$ cat config.mk
export PLATFORM = sky130hd
export DESIGN_NAME = servo_brake_sequencer
export DESIGN_NICKNAME = d
export VERILOG_FILES = /design/src/hdl/servo_brake_pkg.sv /design/src/hdl/servo_brake_sequencer.sv /design/src/hdl/tick_delay_timer.sv
export SDC_FILE = /design/constraint.sdc
export NUM_CORES = 1
export LEC_CHECK = 0
export ABC_AREA = 1
export BUFFER_PORTS_ARGS = -buffer_cell sky130_fd_sc_hd__buf_2
export CAP_MARGIN = 10
export CORE_ASPECT_RATIO = 1.1
export CORE_MARGIN = 5
export CORE_UTILIZATION = 54
export CTS_CLUSTER_DIAMETER = 100
export CTS_CLUSTER_SIZE = 12
export DETAILED_ROUTE_END_ITERATION = 16
export HOLD_SLACK_MARGIN = 0.06
export PLACE_DENSITY = 0.77
export SYNTH_ARGS = -nofsm -noshare
export SYNTH_HDL_FRONTEND = slang
export SYNTH_SLANG_ARGS = --single-unit
$ cat constraint.sdc
create_clock -name clk_i -period 2.75 [get_ports clk_i]
set_clock_uncertainty 0.05 [all_clocks]
set_input_delay 0.55 -clock clk_i [delete_from_list [all_inputs] [get_ports clk_i]]
set_output_delay 0.55 -clock clk_i [all_outputs]
set_load 0.01 [all_outputs]
$ cat src/hdl/servo_brake_pkg.sv
package servo_brake_pkg;

	////////////////////////////////////////////////////////////////////////////////
	// Timing
	localparam int unsigned CLK_PERIOD_NS  = 25;
	localparam int unsigned TICK_PERIOD_NS = 1_000_000;
	localparam int unsigned TICK_CYCLES    = TICK_PERIOD_NS / CLK_PERIOD_NS;
	localparam int unsigned OVF_UNIT_SHIFT = 8;

	////////////////////////////////////////////////////////////////////////////////
	// Register map, byte addresses
	localparam int unsigned ADDR_W         = 8;
	localparam logic [7:0]  OFS_CTRL       = 8'h00;
	localparam logic [7:0]  OFS_ROT_SPEED  = 8'h04;
	localparam logic [7:0]  OFS_OVF_LIMIT  = 8'h08;
	localparam logic [7:0]  OFS_SON_WAIT   = 8'h0C;
	localparam logic [7:0]  OFS_BRK_SPEED  = 8'h10;
	localparam logic [7:0]  OFS_BRK_TIME   = 8'h14;
	localparam logic [7:0]  OFS_STATUS     = 8'h18;
	localparam logic [7:0]  OFS_IRQ_STATUS = 8'h1C;
	localparam logic [7:0]  OFS_IRQ_MASK   = 8'h20;

	// Control fields
	localparam int unsigned CTRL_BRAKE_ALLOC = 0;
	localparam int unsigned CTRL_POS_MODE    = 1;
	localparam int unsigned CTRL_WAIT_FLOW   = 2;

	// Status fields
	localparam int unsigned ST_ROTATION   = 0;
	localparam int unsigned ST_OVERFLOW   = 1;
	localparam int unsigned ST_BRAKE      = 2;
	localparam int unsigned ST_EXCITATION = 3;
	localparam int unsigned ST_STATE_LSB  = 4;

	// Interrupt events
	localparam int unsigned IRQ_W          = 4;
	localparam int unsigned IRQ_ROTATION   = 0;
	localparam int unsigned IRQ_OVERFLOW   = 1;
	localparam int unsigned IRQ_BRAKE_SET  = 2;
	localparam int unsigned IRQ_EXCITE_ON  = 3;

	// Reset values
	localparam logic [2:0]  CTRL_RST       = 3'h0;
	localparam logic [15:0] ROT_SPEED_RST  = 16'h0014;
	localparam logic [15:0] OVF_LIMIT_RST  = 16'h0400;
	localparam logic [15:0] SON_WAIT_RST   = 16'h0000;
	localparam logic [15:0] BRK_SPEED_RST  = 16'h0064;
	localparam logic [15:0] BRK_TIME_RST   = 16'h01F4;
	localparam logic [IRQ_W-1:0] IRQ_RST   = 4'h0;

	////////////////////////////////////////////////////////////////////////////////
	// Types
	typedef struct packed {
		logic               brake_alloc;
		logic               pos_mode;
		logic               wait_flow;
		logic [15:0]        rot_speed;
		logic [15:0]        ovf_limit;
		logic signed [15:0] son_wait;
		logic [15:0]        brk_speed;
		logic [15:0]        brk_time;
	} settings_t;

	typedef enum logic [2:0] {
		S_OFF,
		S_ON_WAIT,
		S_RUN,
		S_STOP_WAIT
	} seq_state_t;

endpackage : servo_brake_pkg

$ cat src/hdl/servo_brake_sequencer.sv
// Our own choices: the address map and the Wishbone slave port.
`timescale 1ns/1ps
module servo_brake_sequencer
	import servo_brake_pkg::*;
#(
	parameter int unsigned TICK_DIV = TICK_CYCLES,
	parameter int unsigned SPEED_W  = 16,
	parameter int unsigned ERR_W    = 32
) (
	input  wire logic                      clk_i,
	input  wire logic                      rst_i,
	input  wire logic                      wb_cyc_i,
	input  wire logic                      wb_stb_i,
	input  wire logic                      wb_we_i,
	input  wire logic [ADDR_W-1:0]         wb_adr_i,
	input  wire logic [3:0]                wb_sel_i,
	input  wire logic [31:0]               wb_dat_i,
	output logic      [31:0]               wb_dat_o,
	output logic                           wb_ack_o,
	input  wire logic                      servo_on_i,
	input  wire logic signed [SPEED_W-1:0] speed_i,
	input  wire logic signed [ERR_W-1:0]   error_count_i,
	output logic                           rotation_detected_out_o,
	output logic                           error_overflow_alarm_o,
	output logic                           brake_control_out_o,
	output logic                           motor_excitation_o,
	output logic                           irq_o
);

	////////////////////////////////////////////////////////////////////////////////
	// Helpers

	function automatic logic [31:0] merge_bytes(input logic [31:0] old_v,
	                                            input logic [31:0] new_v,
	                                            input logic [3:0]  sel);
		logic [31:0] res;
		res = old_v;
		for (int b = 0; b < 4; b++)
			if (sel[b])
				res[b*8 +: 8] = new_v[b*8 +: 8];
		return res;
	endfunction : merge_bytes

	function automatic logic [ERR_W-1:0] magnitude(input logic signed [ERR_W-1:0] v);
		return v[ERR_W-1] ? ERR_W'(-v) : ERR_W'(v);
	endfunction : magnitude

	////////////////////////////////////////////////////////////////////////////////
	// Bus slave

	settings_t        cfg;
	logic [IRQ_W-1:0] irq_status;
	logic [IRQ_W-1:0] irq_mask;
	logic [IRQ_W-1:0] events;
	logic [31:0]      next_rdata;
	logic             access;
	logic             wr;
	seq_state_t       state;

	assign access = wb_cyc_i && wb_stb_i && !wb_ack_o;
	// Writes land on the edge where the master sees ack
	assign wr     = wb_cyc_i && wb_stb_i && wb_ack_o && wb_we_i;

	always_ff @(posedge clk_i)
	begin
		if (rst_i)
			wb_ack_o <= 1'b0;
		else
			wb_ack_o <= access;
	end

	always_ff @(posedge clk_i)
	begin
		if (rst_i)
		begin
			cfg.brake_alloc <= CTRL_RST[CTRL_BRAKE_ALLOC];
			cfg.pos_mode    <= CTRL_RST[CTRL_POS_MODE];
			cfg.wait_flow   <= CTRL_RST[CTRL_WAIT_FLOW];
			cfg.rot_speed   <= ROT_SPEED_RST;
			cfg.ovf_limit   <= OVF_LIMIT_RST;
			cfg.son_wait    <= SON_WAIT_RST;
			cfg.brk_speed   <= BRK_SPEED_RST;
			cfg.brk_time    <= BRK_TIME_RST;
		end
		else if (wr)
		begin
			unique case (wb_adr_i)
				OFS_CTRL:
				begin
					if (wb_sel_i[0])
					begin
						cfg.brake_alloc <= wb_dat_i[CTRL_BRAKE_ALLOC];
						cfg.pos_mode    <= wb_dat_i[CTRL_POS_MODE];
						cfg.wait_flow   <= wb_dat_i[CTRL_WAIT_FLOW];
					end
				end
				OFS_ROT_SPEED:
					cfg.rot_speed <= 16'(merge_bytes({16'h0000, cfg.rot_speed},
					                                 wb_dat_i, wb_sel_i));
				OFS_OVF_LIMIT:
					cfg.ovf_limit <= 16'(merge_bytes({16'h0000, cfg.ovf_limit},
					                                 wb_dat_i, wb_sel_i));
				OFS_SON_WAIT:
					cfg.son_wait <= 16'(merge_bytes({16'h0000, cfg.son_wait},
					                                wb_dat_i, wb_sel_i));
				OFS_BRK_SPEED:
					cfg.brk_speed <= 16'(merge_bytes({16'h0000, cfg.brk_speed},
					                                 wb_dat_i, wb_sel_i));
				OFS_BRK_TIME:
					cfg.brk_time <= 16'(merge_bytes({16'h0000, cfg.brk_time},
					                                wb_dat_i, wb_sel_i));
				default:
				begin
				end
			endcase
		end
	end

	// Set beats clear: an event in the clearing cycle survives
	always_ff @(posedge clk_i)
	begin
		if (rst_i)
			irq_status <= IRQ_RST;
		else if (wr && (wb_adr_i == OFS_IRQ_STATUS) && wb_sel_i[0])
			irq_status <= (irq_status & ~wb_dat_i[IRQ_W-1:0]) | events;
		else
			irq_status <= irq_status | events;
	end

	always_ff @(posedge clk_i)
	begin
		if (rst_i)
			irq_mask <= IRQ_RST;
		else if (wr && (wb_adr_i == OFS_IRQ_MASK) && wb_sel_i[0])
			irq_mask <= wb_dat_i[IRQ_W-1:0];
	end

	always_ff @(posedge clk_i)
	begin
		if (rst_i)
			irq_o <= 1'b0;
		else
			irq_o <= |(irq_status & irq_mask);
	end

	always_comb
	begin
		next_rdata = 32'h0000_0000;
		unique case (wb_adr_i)
			OFS_CTRL:
			begin
				next_rdata[CTRL_BRAKE_ALLOC] = cfg.brake_alloc;
				next_rdata[CTRL_POS_MODE]    = cfg.pos_mode;
				next_rdata[CTRL_WAIT_FLOW]   = cfg.wait_flow;
			end
			OFS_ROT_SPEED:  next_rdata[15:0] = cfg.rot_speed;
			OFS_OVF_LIMIT:  next_rdata[15:0] = cfg.ovf_limit;
			OFS_SON_WAIT:   next_rdata[15:0] = cfg.son_wait;
			OFS_BRK_SPEED:  next_rdata[15:0] = cfg.brk_speed;
			OFS_BRK_TIME:   next_rdata[15:0] = cfg.brk_time;
			OFS_STATUS:
			begin
				next_rdata[ST_ROTATION]   = rotation_detected_out_o;
				next_rdata[ST_OVERFLOW]   = error_overflow_alarm_o;
				next_rdata[ST_BRAKE]      = brake_control_out_o;
				next_rdata[ST_EXCITATION] = motor_excitation_o;
				next_rdata[ST_STATE_LSB +: 3] = state;
			end
			OFS_IRQ_STATUS: next_rdata[IRQ_W-1:0] = irq_status;
			OFS_IRQ_MASK:   next_rdata[IRQ_W-1:0] = irq_mask;
			default:        next_rdata = 32'h0000_0000;
		endcase
	end

	always_ff @(posedge clk_i)
	begin
		if (rst_i)
			wb_dat_o <= 32'h0000_0000;
		else if (access && !wb_we_i)
			wb_dat_o <= next_rdata;
	end

	////////////////////////////////////////////////////////////////////////////////
	// Speed and error monitors

	logic [ERR_W-1:0] speed_mag;
	logic [ERR_W-1:0] err_mag;
	logic [ERR_W-1:0] ovf_pulses;
	logic             next_rotation;
	logic             next_overflow;
	logic             below_brk_speed;

	assign speed_mag       = magnitude(ERR_W'(speed_i));
	assign err_mag         = magnitude(error_count_i);
	assign ovf_pulses      = ERR_W'({cfg.ovf_limit, {OVF_UNIT_SHIFT{1'b0}}});
	assign next_rotation   = speed_mag > ERR_W'(cfg.rot_speed);
	assign next_overflow   = cfg.pos_mode && (err_mag > ovf_pulses);
	assign below_brk_speed = speed_mag < ERR_W'(cfg.brk_speed);

	always_ff @(posedge clk_i)
	begin
		if (rst_i)
			rotation_detected_out_o <= 1'b0;
		else
			rotation_detected_out_o <= next_rotation;
	end

	always_ff @(posedge clk_i)
	begin
		if (rst_i)
			error_overflow_alarm_o <= 1'b0;
		else
			error_overflow_alarm_o <= next_overflow;
	end

	////////////////////////////////////////////////////////////////////////////////
	// Delay tick and timers

	logic [$clog2(TICK_DIV)-1:0] div_count;
	logic                        tick;
	logic                        restart;
	logic                        son_expired;
	logic                        brk_expired;
	logic [15:0]                 son_wait_mag;

	// Free-running tick: a delay may run up to one tick short
	always_ff @(posedge clk_i)
	begin
		if (rst_i || (div_count == ($clog2(TICK_DIV))'(TICK_DIV - 1)))
			div_count <= '0;
		else
			div_count <= div_count + 1'b1;
	end

	always_ff @(posedge clk_i)
	begin
		if (rst_i)
			tick <= 1'b0;
		else
			tick <= (div_count == ($clog2(TICK_DIV))'(TICK_DIV - 1));
	end

	assign son_wait_mag = cfg.son_wait[15] ? 16'(-cfg.son_wait) : 16'(cfg.son_wait);

	tick_delay_timer #(
		.WIDTH     (16)
	) u_son_timer (
		.clk_i     (clk_i),
		.rst_i     (rst_i),
		.tick_i    (tick),
		.restart_i (restart),
		.limit_i   (son_wait_mag),
		.expired_o (son_expired)
	);

	tick_delay_timer #(
		.WIDTH     (16)
	) u_brk_timer (
		.clk_i     (clk_i),
		.rst_i     (rst_i),
		.tick_i    (tick),
		.restart_i (restart),
		.limit_i   (cfg.brk_time + 16'h0001),
		.expired_o (brk_expired)
	);

	////////////////////////////////////////////////////////////////////////////////
	// Servo-on / servo-off sequencer

	seq_state_t next_state;
	logic       next_brake;
	logic       next_excite;
	logic       son_d;

	always_ff @(posedge clk_i)
	begin
		if (rst_i)
			son_d <= 1'b0;
		else
			son_d <= servo_on_i;
	end

	assign restart = servo_on_i ^ son_d;

	always_comb
	begin
		next_state  = state;
		next_brake  = brake_control_out_o;
		next_excite = motor_excitation_o;
		unique case (state)
			S_OFF:
			begin
				next_brake  = 1'b0;
				next_excite = 1'b0;
				if (servo_on_i && !cfg.brake_alloc)
				begin
					next_excite = 1'b1;
					next_state  = S_RUN;
				end
				else if (servo_on_i && (cfg.son_wait == 16'sh0000))
				begin
					next_brake  = 1'b1;
					next_excite = 1'b1;
					next_state  = S_RUN;
				end
				else if (servo_on_i)
				begin
					next_brake  = !cfg.son_wait[15];
					next_excite = cfg.son_wait[15];
					next_state  = S_ON_WAIT;
				end
			end
			S_ON_WAIT:
			begin
				if (!servo_on_i)
				begin
					next_brake  = 1'b0;
					next_excite = 1'b0;
					next_state  = S_OFF;
				end
				else if (son_expired)
				begin
					next_brake  = 1'b1;
					next_excite = 1'b1;
					next_state  = S_RUN;
				end
			end
			S_RUN:
			begin
				if (!servo_on_i)
				begin
					next_excite = 1'b0;
					if (!cfg.brake_alloc || !cfg.wait_flow)
					begin
						next_brake = 1'b0;
						next_state = S_OFF;
					end
					else
						next_state = S_STOP_WAIT;
				end
			end
			S_STOP_WAIT:
			begin
				next_excite = 1'b0;
				// Re-asserted servo-on waits for the brake to drop first
				if (below_brk_speed || brk_expired)
				begin
					next_brake = 1'b0;
					next_state = S_OFF;
				end
			end
			default:
			begin
				next_brake  = 1'b0;
				next_excite = 1'b0;
				next_state  = S_OFF;
			end
		endcase
	end

	always_ff @(posedge clk_i)
	begin
		if (rst_i)
			state <= S_OFF;
		else
			state <= next_state;
	end

	always_ff @(posedge clk_i)
	begin
		if (rst_i)
		begin
			brake_control_out_o <= 1'b0;
			motor_excitation_o  <= 1'b0;
		end
		else
		begin
			brake_control_out_o <= next_brake;
			motor_excitation_o  <= next_excite;
		end
	end

	////////////////////////////////////////////////////////////////////////////////
	// Interrupt events

	always_comb
	begin
		events                = '0;
		events[IRQ_ROTATION]  = next_rotation && !rotation_detected_out_o;
		events[IRQ_OVERFLOW]  = next_overflow && !error_overflow_alarm_o;
		events[IRQ_BRAKE_SET] = !next_brake && brake_control_out_o;
		events[IRQ_EXCITE_ON] = next_excite && !motor_excitation_o;
	end

endmodule : servo_brake_sequencer

$ cat src/hdl/tick_delay_timer.sv
`timescale 1ns/1ps
module tick_delay_timer #(
	parameter int unsigned WIDTH = 16
) (
	input  wire logic             clk_i,
	input  wire logic             rst_i,
	input  wire logic             tick_i,
	input  wire logic             restart_i,
	input  wire logic [WIDTH-1:0] limit_i,
	output logic                  expired_o
);

	logic [WIDTH-1:0] count;

	// Saturates so a long wait never wraps back below the limit
	always_ff @(posedge clk_i)
	begin
		if (rst_i || restart_i)
			count <= '0;
		else if (tick_i && (count != {WIDTH{1'b1}}))
			count <= count + 1'b1;
	end

	always_ff @(posedge clk_i)
	begin
		if (rst_i || restart_i)
			expired_o <= 1'b0;
		else
			expired_o <= (count >= limit_i);
	end

endmodule : tick_delay_timer

; ---- Word level (Yosys, flattened, before mapping)
; Index checks and enable logic that the tools add are counted.
[word_totals]
out_inout_bits = 38
reg_bits = 168
inputBits = 98
[classes]
bitwise_logic = 6
order_cmp = 5
mux = 33
add_sub_neg = 7
reduce_logical = 47
n_eq_ne = 18
[op_table]
columns = cell, n
row1 = adder 16 x 1 -> 16 bit (second input constant), 4
row2 = two-way mux 32 bit, 2
row3 = one-hot mux 9 bit (5 select lines), 1
row4 = AND reduction 3 bit, 11
row5 = equality test 8 x 5 -> 1 bit (second input constant), 4
row6 = greater-or-equal comparator 16 bit, 2
row7 = greater-than comparator 32 x 16 -> 1 bit, 1
row8 = greater-than comparator 32 x 24 -> 1 bit, 1
row9 = less-than comparator 32 x 16 -> 1 bit, 1
row10 = inequality test 16 bit (second input constant), 2
row11 = negator 16 -> 32 bit, 1
row12 = negator 32 bit, 1
row13 = one-hot mux 3 bit (9 select lines), 1
row14 = two-way mux 3 bit, 7
row15 = logical AND 1 bit, 18
row16 = one-hot mux 3 bit (6 select lines), 1
row17 = equality test 16 bit (second input constant), 1
row18 = equality test 8 x 4 -> 1 bit (second input constant), 2
row19 = zero test 16 bit, 1
row20 = two-way mux 16 bit, 1
row21 = negator 16 bit, 1
row22 = two-way mux 1 bit, 14
row23 = one-hot mux 3 bit (4 select lines), 1
row24 = zero test 1 bit, 9
row25 = 21 further kinds, 28

; ---- Longest topological paths before layout
; Gate-level depths: netlist of run 1.
[logic_depth]
ltp_word = 10
depth_mapped = 22

; ---- Modules after synthesis
; Synthesis of run 1 repeated with hierarchy kept, for this count alone.
[hier_totals]
cells_unflattened = 1631
hier_area_um2 = 11108.2
[by_module_without_submodules]
columns = mod, area_each_um2, instances, seq_area_each_um2, cells_each
row1 = servo_brake_sequencer, 8403.1, 1, 2662.6, 1207
row2 = tick_delay_timer (u_brk_timer), 1355.0, 1, 340.3, 212
row3 = tick_delay_timer (u_son_timer), 1350.0, 1, 340.3, 212

; ---- Least setup slack after synthesis of run 1
; OpenSTA, ideal clock, no wires.
[synth_path]
path_kind = in2reg
from = input speed_i[0]
to = register state[0]
path_stages = 21
path_slack_ns = -0.073
setup_time_ns = 0.116
required_ns = 2.584
arrival_time_ns = 2.657
path_cell_list = inv_1 > ha_1 > inv_1 > nor3_1 > nand2_1 > nor3_1 > nand2_1 > nand2_1 > nand2_1 > xor2_1 > ha_1 > nand2_1 > inv_1 > nand3_1 > inv_1 > a21oi_1 > nand2_1 > nand2_1 > nand2_1 > o21ai_0 > nor2_1
[synth_via]
elab_chain_len = 6
[synth_rtl]
columns = element, line
row1 = start: declaration, servo_brake_sequencer.sv:21  ; input wire logic signed [SPEED_W-1:0] speed_i,
row2 = negator 16 -> 32 bit, servo_brake_sequencer.sv:45  ; return v[ERR_W-1] ? ERR_W'(-v) : ERR_W'(v);
row3 = two-way mux 32 bit (*), servo_brake_sequencer.sv:45
row4 = less-than comparator 32 x 16 -> 1 bit (*), servo_brake_sequencer.sv:198  ; assign below_brk_speed = speed_mag < ERR_W'(cfg.brk_speed);
row5 = logical OR 1 bit (*), servo_brake_sequencer.sv:346  ; if (below_brk_speed || brk_expired)
row6 = inequality test 2 bit (no source line) (*), n/a
row7 = AND reduction 4 bit (no source line) (*), n/a
row8 = end signal: assignment, servo_brake_sequencer.sv:366  ; state <= next_state;
row9 = end: declaration, servo_brake_sequencer.sv:58  ; seq_state_t state;
; Every way passes the cells marked *; elsewhere a longest branch is shown, timed or not.
; A chain may end at the register's enable or synchronous reset.

; ---- Final worst setup path of run 1
[layout_path]
from = register cfg[1] (netlist bit)
to = register u_brk_timer.expired_o
[layout_via]
elab_chain_len = 2
[layout_rtl]
columns = element, line
row1 = start: declaration, servo_brake_sequencer.sv:51  ; settings_t cfg;
row2 = adder 16 x 1 -> 16 bit, servo_brake_sequencer.sv:263  ; .limit_i (cfg.brk_time + 16'h0001),
row3 = greater-or-equal comparator 16 bit, tick_delay_timer.sv:29  ; expired_o <= (count >= limit_i);
row4 = end signal: assignment, tick_delay_timer.sv:29
row5 = end: declaration, tick_delay_timer.sv:10  ; output logic expired_o
; No other way between the ends.

==> results of run 1 <==
[per-stage QoR]
stage          area, um^2  TNS, ps
2_1_floorplan       10900        0
3_3_place_gp        12100    -2920
3_5_place_dp        12100    -3670
4_1_cts             12900    -71.2
5_1_grt             13300     -909
6_report            13300     -157
[cells in the final DEF, fill, tap and decap left out, types with 5 or more instances in the layout]
cell,n
o21ai_0,142
o22ai_1,19
conb_1,16
nand3_1,54
o21ai_1,6
nand4_1,29
dfxtp_1,161
buf_2,98
nor3_1,21
o21a_1,5
nand2_2,18
nor2_2,15
nor3_2,11
ha_1,86
inv_1,224
nand2_1,216
nor3_4,6
nand3_2,7
nor2_4,12
a221oi_1,13
nor2_1,102
o211ai_1,12
xor2_1,55
a21oi_1,188
inv_8,7
xnor2_1,7
clkbuf_16,17
buf_4,116
inv_2,12
a21oi_2,6
[registers in the layout, indices dropped and copies added, names as in the netlist, 2 cells and up]
signal / cells
cfg: 83
div_count: 16
u_brk_timer.count: 16
u_son_timer.count: 16
wb_dat_o: 16
irq_mask: 4
irq_status: 4
state: 2
[cells by family after synthesis]
family | count (synthesis)
compound gates | 412
xor+xnor | 63
fa+ha+maj | 89
buf+inv | 289
flops | 167
other cells | 1
simple gates | 513
[metal layers]
layer	global-route usage [%]	routed length [um]	vias to the layer above
li1	-	-	5531
met4	10.8	1140	0
met3	3.81	2040	95
met5	0	0	-
met2	46.9	15700	452
met1	32.5	12400	5123
[how the worst max path moves through the flow]
stage                         from                                to  slack (ps)
5_1_grt        cfg[1]$_SDFFE_PP0P_  u_brk_timer.expired_o$_SDFF_PP0_        -260
2_1_floorplan           speed_i[0]             state[0]$_SDFFE_PP0P_          20
3_5_place_dp            speed_i[0]             state[1]$_SDFFE_PP0P_        -510
4_1_cts        cfg[1]$_SDFFE_PP0P_  u_brk_timer.expired_o$_SDFF_PP0_         -70
3_3_place_gp            speed_i[0]          irq_status[0]$_SDFF_PP0_        -390
6_report       cfg[1]$_SDFFE_PP0P_  u_brk_timer.expired_o$_SDFF_PP0_        -130
[layout make-up]
type | count | area (um^2) | area share [%]
clock buffer | 17 | 425 | 3.20
inverter | 238 | 906 | 6.82
clock inverter | 15 | 219 | 1.65
timing repair buffer | 220 | 1440 | 10.8
sequential | 167 | 3360 | 25.3
multi-input combinational | 1093 | 6620 | 49.8
tap | 252 | 315 | 2.37
[power by group]
group,switching (uW),leakage [uW],internal (uW)
combinational,567,0.00412,380
clock,1160,0.000315,1410
sequential,49.0,0.00135,2470
[worst max-delay path: stages, from the launching register on]
cell	delay (ps)
dfxtp_4	390
ha_4	140
nand3_2	90
nor2_2	160
nand4_1	200
nor2_2	160
nand4_1	140
buf_4	170
xor2_1	130
ha_1	270
nand2_1	80
nor2_4	140
nand4_1	150
o21bai_1	210
o311ai_2	80
buf_4	170
nand2_2	50
inv_2	50
[repair_timing]
action	CTS	global route
pin swaps	7	40
hold endpoints to repair	0	0
resized for setup	15	84
setup buffers	8	13
setup endpoints to repair	5	10
==> out/results.tsv, run 1 <==
stage	metric	value	unit
placed_design	gpl congestion	0.928	
drt	via count	11201	
logic_synthesis	share of the synthesized area in the top cell type	30.9	%
logic_synthesis	post-synthesis cell type count	47	
logic_synthesis	Avg Synthesized Cell Area	7.04	um^2
finish	final non-filler cell total	2002	
worst_setup_path	crit path kind	reg -> reg	
sta	Slew @ Worst Pin	669	ps
die	Core ar.	19800	um^2
power_and_ir_drop	leak pwr	0.00579	uW
die	Die Ht	158	um
flow_run	Max Cap Viol	0	
sta	fin crit share	105	%
hold_path	Hold Path End	tick$_SDFF_PP0_	
drt	TritonRoute pass-1 iters	5	
logic_synthesis	#FFs+latches synth	167	
global_route	largest net degree at the start of global routing	104	
logic_synthesis	most numerous cell in the Yosys netlist	inv_1	
drt	DR iter-0 viols	896	
placed_design	hpwl dp	23.7	mm
cts	Root Driver	clkbuf_16	
logic_synthesis	Mapped Cells	1534	
power_and_ir_drop	maximum VDD drop	0.000493	V
worst_setup_path	Reg2Reg Depth	17	
die	I/O Pins	136	
finish	layout net count	1924	
sta	Tmin final	2880	ps
finish	synth-to-layout area growth	23.0	%
cts	cts bufs inserted	17	
logic_synthesis	yosys warns	0	
logic_synthesis	simple-gate share of the synthesized area	22.1	%
logic_synthesis	compound-gate portion of the synthesized area	20.5	%
cts	clock sink count	167	
worst_setup_path	critical path endpoint category	flop	
global_route	GRT overflow	0	
cts	CTS tree	built	
drt	DRC violations left	0	
global_route	GR Util All Layers	26.6	%
run_status	failing checks	setup timing	
global_route	vias in the first global route	10304	
die	Die X	145	um
sta	setup violators final	2	
cts	maximum clock insertion buffer count	2	
die	DIE AREA	22900	um^2
hold_path	Hold Path Class	in -> reg	
sta	Slew HR	54.9	%
drt	final wirelength	31.4	mm
sta	Highest Clock Rate	348	MHz
worst_setup_path	reg2reg end	u_brk_timer.expired_o$_SDFF_PP0_	
worst_setup_path	CP Data Required Time	3090	ps
logic_synthesis	Commonest cells post-synth	inv_1, nand2_1, a21oi_1	
sta	Hold Fails Final Rpt	0	
run_status	status	complete, but fails checks	
placed_design	Inst Count DP	1949	
cts	clk_lat worst skew	440	ps
logic_synthesis	Main synth FF type	dfxtp_1	
logic_synthesis	largest family of logic cells by synthesized area	simple AND/OR/NAND/NOR gates	
power_and_ir_drop	PwrDens	454	nW/um^2
placed_design	Placement Setup Slack	-507	ps
global_route	initial antenna violation count	0	
worst_setup_path	Critical Path Source Type	flop	
cts	CTS clk-pin slew, worst paths	70	ps
worst_setup_path	reg2reg start	cfg[1]$_SDFFE_PP0P_	
logic_synthesis	synthesized-area fraction occupied by adder cells	10.3	%
worst_setup_path	Crit path arrival time	3220	ps
logic_synthesis	Yosys top cell by area	dfxtp_1	
placed_design	port bufs	101	
logic_synthesis	sequential-to-total area share from yosys stat	30.9	%
die	FP Rows	54	
sta	fin worst setup slack	-126	ps
logic_synthesis	Post-synth EDFFs	0	
finish	Fill cells	1657	
cts	Max H-tree Level	4	
logic_synthesis	Async SR Flop Fraction	0	%
logic_synthesis	Post-Syn Area	10800	um^2
cts	Post-CTS Hold Buffers	0	
drt	Via density	5.59	
power_and_ir_drop	Final Power	6040	uW
drt	Avg WL per Cell	15.7	um
logic_synthesis	Post-Synth XOR/XNOR Area	5.11	%
logic_synthesis	mux contribution to synthesized area	0	%
worst_setup_path	r2r setup slk	-130	ps
finish	Antenna Cells	0	
hold_path	Hold Crit Depth	2	
finish	post-layout util	67.1	%
hold_path	hold path start	rst_i	
die	initial cell density of the core	54.6	%
sta	Slew Limit Fails	0	
sta	hold slack	317	ps
sta	RSZ-0062 raised after global routing	yes	
drt	final antenna-violating net count	0	
global_route	first-pass GRT wire length	49.1	mm
worst_setup_path	crit path max fanout	3	
finish	share of layout cells above drive strength 1	21.1	%
logic_synthesis	top post-synthesis cells by area	dfxtp_1, ha_1, a21oi_1	
No activity file was read; power rests on OpenSTA's default activity.
==> run 2: changes to the inputs <==
--- a/config.mk
+++ b/config.mk
@@ -5,17 +5,17 @@
 export SDC_FILE = /design/constraint.sdc
 export NUM_CORES = 1
 export LEC_CHECK = 0
-export ABC_AREA = 1
+export ABC_AREA = 0
 export BUFFER_PORTS_ARGS = -buffer_cell sky130_fd_sc_hd__buf_2
 export CAP_MARGIN = 10
 export CORE_ASPECT_RATIO = 1.1
 export CORE_MARGIN = 5
-export CORE_UTILIZATION = 54
+export CORE_UTILIZATION = 53
 export CTS_CLUSTER_DIAMETER = 100
 export CTS_CLUSTER_SIZE = 12
 export DETAILED_ROUTE_END_ITERATION = 16
 export HOLD_SLACK_MARGIN = 0.06
-export PLACE_DENSITY = 0.77
+export PLACE_DENSITY = 0.76
 export SYNTH_ARGS = -nofsm -noshare
 export SYNTH_HDL_FRONTEND = slang
 export SYNTH_SLANG_ARGS = --single-unit
==> out/results.tsv, run 2 <==
stage	metric	value	unit
run_status	status	complete, but fails checks	
run_status	failing checks	setup timing	
power_and_ir_drop	leak pwr	0.00539	uW
finish	share of layout cells above drive strength 1	22.3	%
global_route	initial antenna violation count	0	
logic_synthesis	sequential-to-total area share from yosys stat	32.2	%
sta	Setup TNS	-2200	ps
finish	final non-filler cell total	1752	
sta	RSZ-0062 raised after global routing	yes	
placed_design	Placement Setup Slack	-1130	ps
cts	maximum clock insertion buffer count	2	
power_and_ir_drop	maximum VDD drop	0.000493	V
logic_synthesis	share of the synthesized area in the top cell type	32.2	%
global_route	vias in the first global route	9893	
power_and_ir_drop	power share of the sequential group	43.6	%
placed_design	Inst Count DP	1694	
die	initial cell density of the core	54.1	%
worst_setup_path	Crit path arrival time	3820	ps
finish	Fill cells	1490	
worst_setup_path	Setup crit end	irq_status[1]$_SDFF_PP0_	
power_and_ir_drop	Switching Fraction	27.9	%
worst_setup_path	crit path max fanout	3	
worst_setup_path	reg2reg end	u_son_timer.expired_o$_SDFF_PP0_	
worst_setup_path	slowest CP cell	o31ai_1	
worst_setup_path	crit path kind	in -> reg	
drt	Via density	5.91	
sta	Slew HR	52.7	%
sta	fin crit share	129	%
drt	routed wl met3	2.37	mm
drt	routed length on met1	12.7	mm
global_route	GRT overflow	0	
finish	commonest non-fill, non-tap cell in the layout	dfxtp_1	
cts	CTS clk-pin slew, worst paths	70	ps
logic_synthesis	Yosys top cell by area	dfxtp_1	
worst_setup_path	CP Data Required Time	3030	ps
cts	clk_lat worst skew	440	ps
die	Die Ht	157	um
cts	Max H-tree Level	4	
cts	Root Driver	clkbuf_16	
die	FP Rows	53	
drt	DRC violations left	0	
logic_synthesis	#FFs+latches synth	167	
die	DIE AREA	22500	um^2
global_route	first-pass GRT wire length	49.2	mm
placed_design	gpl congestion	0.937	
power_and_ir_drop	sw power	1580	uW
global_route	largest net degree at the start of global routing	51	
finish	max reg flops	83	
global_route	GR Util All Layers	27.0	%
cts	cts bufs inserted	17	
drt	final wirelength	31.2	mm
sta	setup violators final	8	
worst_setup_path	Critical Path Source Type	primary input	
sta	Hold Fails Final Rpt	0	
logic_synthesis	Commonest cells post-synth	dfxtp_1, nand2_1, nand3_1	
finish	Antenna Cells	0	
worst_setup_path	crit path from	error_count_i[3]	
worst_setup_path	peak per-stage delay on the critical path	390	ps
cts	clock sink count	167	
die	I/O Pins	136	
sta	Slew Limit Fails	0	
worst_setup_path	critical path endpoint category	flop	
logic_synthesis	Main synth FF type	dfxtp_1	
power_and_ir_drop	part of the power in the clock network	43.2	%
logic_synthesis	yosys warns	0	
sta	Slew @ Worst Pin	709	ps
hold_path	Hold Path Class	in -> reg	
die	Core ar.	19200	um^2
drt	final antenna-violating net count	0	
worst_setup_path	cell repeated most along the worst path	buf_4	
logic_synthesis	most numerous cell in the Yosys netlist	dfxtp_1	
sta	Tmin final	3540	ps
die	Die X	143	um
worst_setup_path	Reg2Reg Depth	12	
logic_synthesis	Mapped Cells	1301	
hold_path	Hold Crit Depth	3	
logic_synthesis	Avg Synthesized Cell Area	7.97	um^2
logic_synthesis	Async SR Flop Fraction	0	%
sta	fin worst setup slack	-788	ps
logic_synthesis	Post-synth EDFFs	0	
worst_setup_path	worst-path cell chain	buf_6, nor4_4, buf_4, buf_4, buf_4, nand4b_4, nand3b_1, o31ai_1, xnor2_1, ha_1, and4_1, a21o_1, a311oi_1, and3b_1, o21ai_1, o311a_1, a32o_1	
power_and_ir_drop	PwrDens	435	nW/um^2
sta	Highest Clock Rate	283	MHz
cts	Post-CTS Hold Buffers	0	
worst_setup_path	r2r setup slk	-240	ps
placed_design	hpwl dp	22.7	mm
drt	TritonRoute pass-1 iters	6	
finish	synth-to-layout area growth	25.7	%
drt	top sig layer	met4	
cts	CTS tree	built	
drt	DR iter-0 viols	951	
flow_run	Max Cap Viol	0	
logic_synthesis	post-synthesis cell type count	63	
logic_synthesis	top post-synthesis cells by area	dfxtp_1, ha_1, nand2_1	
finish	layout net count	1679	
power_and_ir_drop	internal power of the cells	4080	uW
drt	routed wl met2	15.2	mm
logic_synthesis	Post-Syn Area	10400	um^2
power_and_ir_drop	combinational power share	13.2	%
drt	via count	10346	
placed_design	port bufs	101	
finish	Biggest register	cfg	
worst_setup_path	reg2reg start	cfg[34]$_SDFFE_PP0P_	
finish	most frequent cells in the layout	dfxtp_1, nand2_1, buf_4	
drt	Avg WL per Cell	17.8	um
-- run 2: layout make-up --
type | instances | area (um^2) | area share, %
sequential | 167 | 3350 | 25.7
tap | 247 | 309 | 2.37
multi-input combinational | 1005 | 6910 | 53.0
timing repair buffer | 234 | 1610 | 12.3
clock buffer | 17 | 425 | 3.26
inverter | 67 | 269 | 2.06
clock inverter | 15 | 174 | 1.33
-- run 2: power groups by stage --
stage	clock network, uW	registers, uW	logic (uW)
after floorplan	0	2530	381
after global placement	0	2530	656
after detailed placement	0	2530	673
after CTS	2460	2470	711
after global routing	2570	2470	811
final	2450	2470	746
-- run 2: repair_timing --
item / CTS / global route
resized for setup: 42 / 28
endpoints found under the setup margin: 9 / 10
pin swaps: 38 / 27
buffers inserted: 24 / 3
gates cloned: 0 / 0
-- run 2: kinds of logic after synthesis --
group | share of synthesized area [%]
buffers and inverters | 5.80
other | 0.0362
xor gates and xnor gates | 8.19
AOI/OAI and AO/OA | 17.0
adders and majority gates | 10.7
and+or+nand+nor | 23.1
DFF | 32.2
muxes | 2.90
-- run 2: stage by stage --
step	power, uW	hold slack, ps	area, um^2	util (%)
floorplan	2910	380	10500	-
global placement	3180	393	11800	61.8
detailed placement	3200	404	11800	61.8
CTS	5640	373	12800	67.0
global route	5850	393	13000	68.0
finish	5670	383	13000	68.0
-- run 2: worst min-delay path by stage --
stage	from	to	slack [ps]
after floorplan	div_count[0]$_SDFF_PP0_	div_count[0]$_SDFF_PP0_	380
after global placement	wb_dat_o[2]$_SDFFE_PP0P_	wb_dat_o[2]$_SDFFE_PP0P_	390
after detailed placement	wb_dat_o[2]$_SDFFE_PP0P_	wb_dat_o[2]$_SDFFE_PP0P_	400
after CTS	wb_dat_i[12]	cfg[12]$_SDFFE_PP0P_	370
after global routing	wb_dat_i[13]	cfg[29]$_SDFFE_PP0P_	390
final	wb_dat_i[12]	cfg[12]$_SDFFE_PP0P_	380
-- run 2: metal layers --
metal / track usage, % / vias to the layer above
met5: 0 / -
met4: 8.34 / 0
met3: 4.43 / 86
met2: 45.8 / 432
met1: 35.0 / 4866
li1: - / 4962
-- run 2: worst max-delay path: cells and delay by family --
family | cells | cell delay (ps)
buffers and inverters | 4 | 440
AOI/OAI and AO/OA | 6 | 1410
adders and majority gates | 1 | 270
xor gates and xnor gates | 1 | 190
and+or+nand+nor | 5 | 970
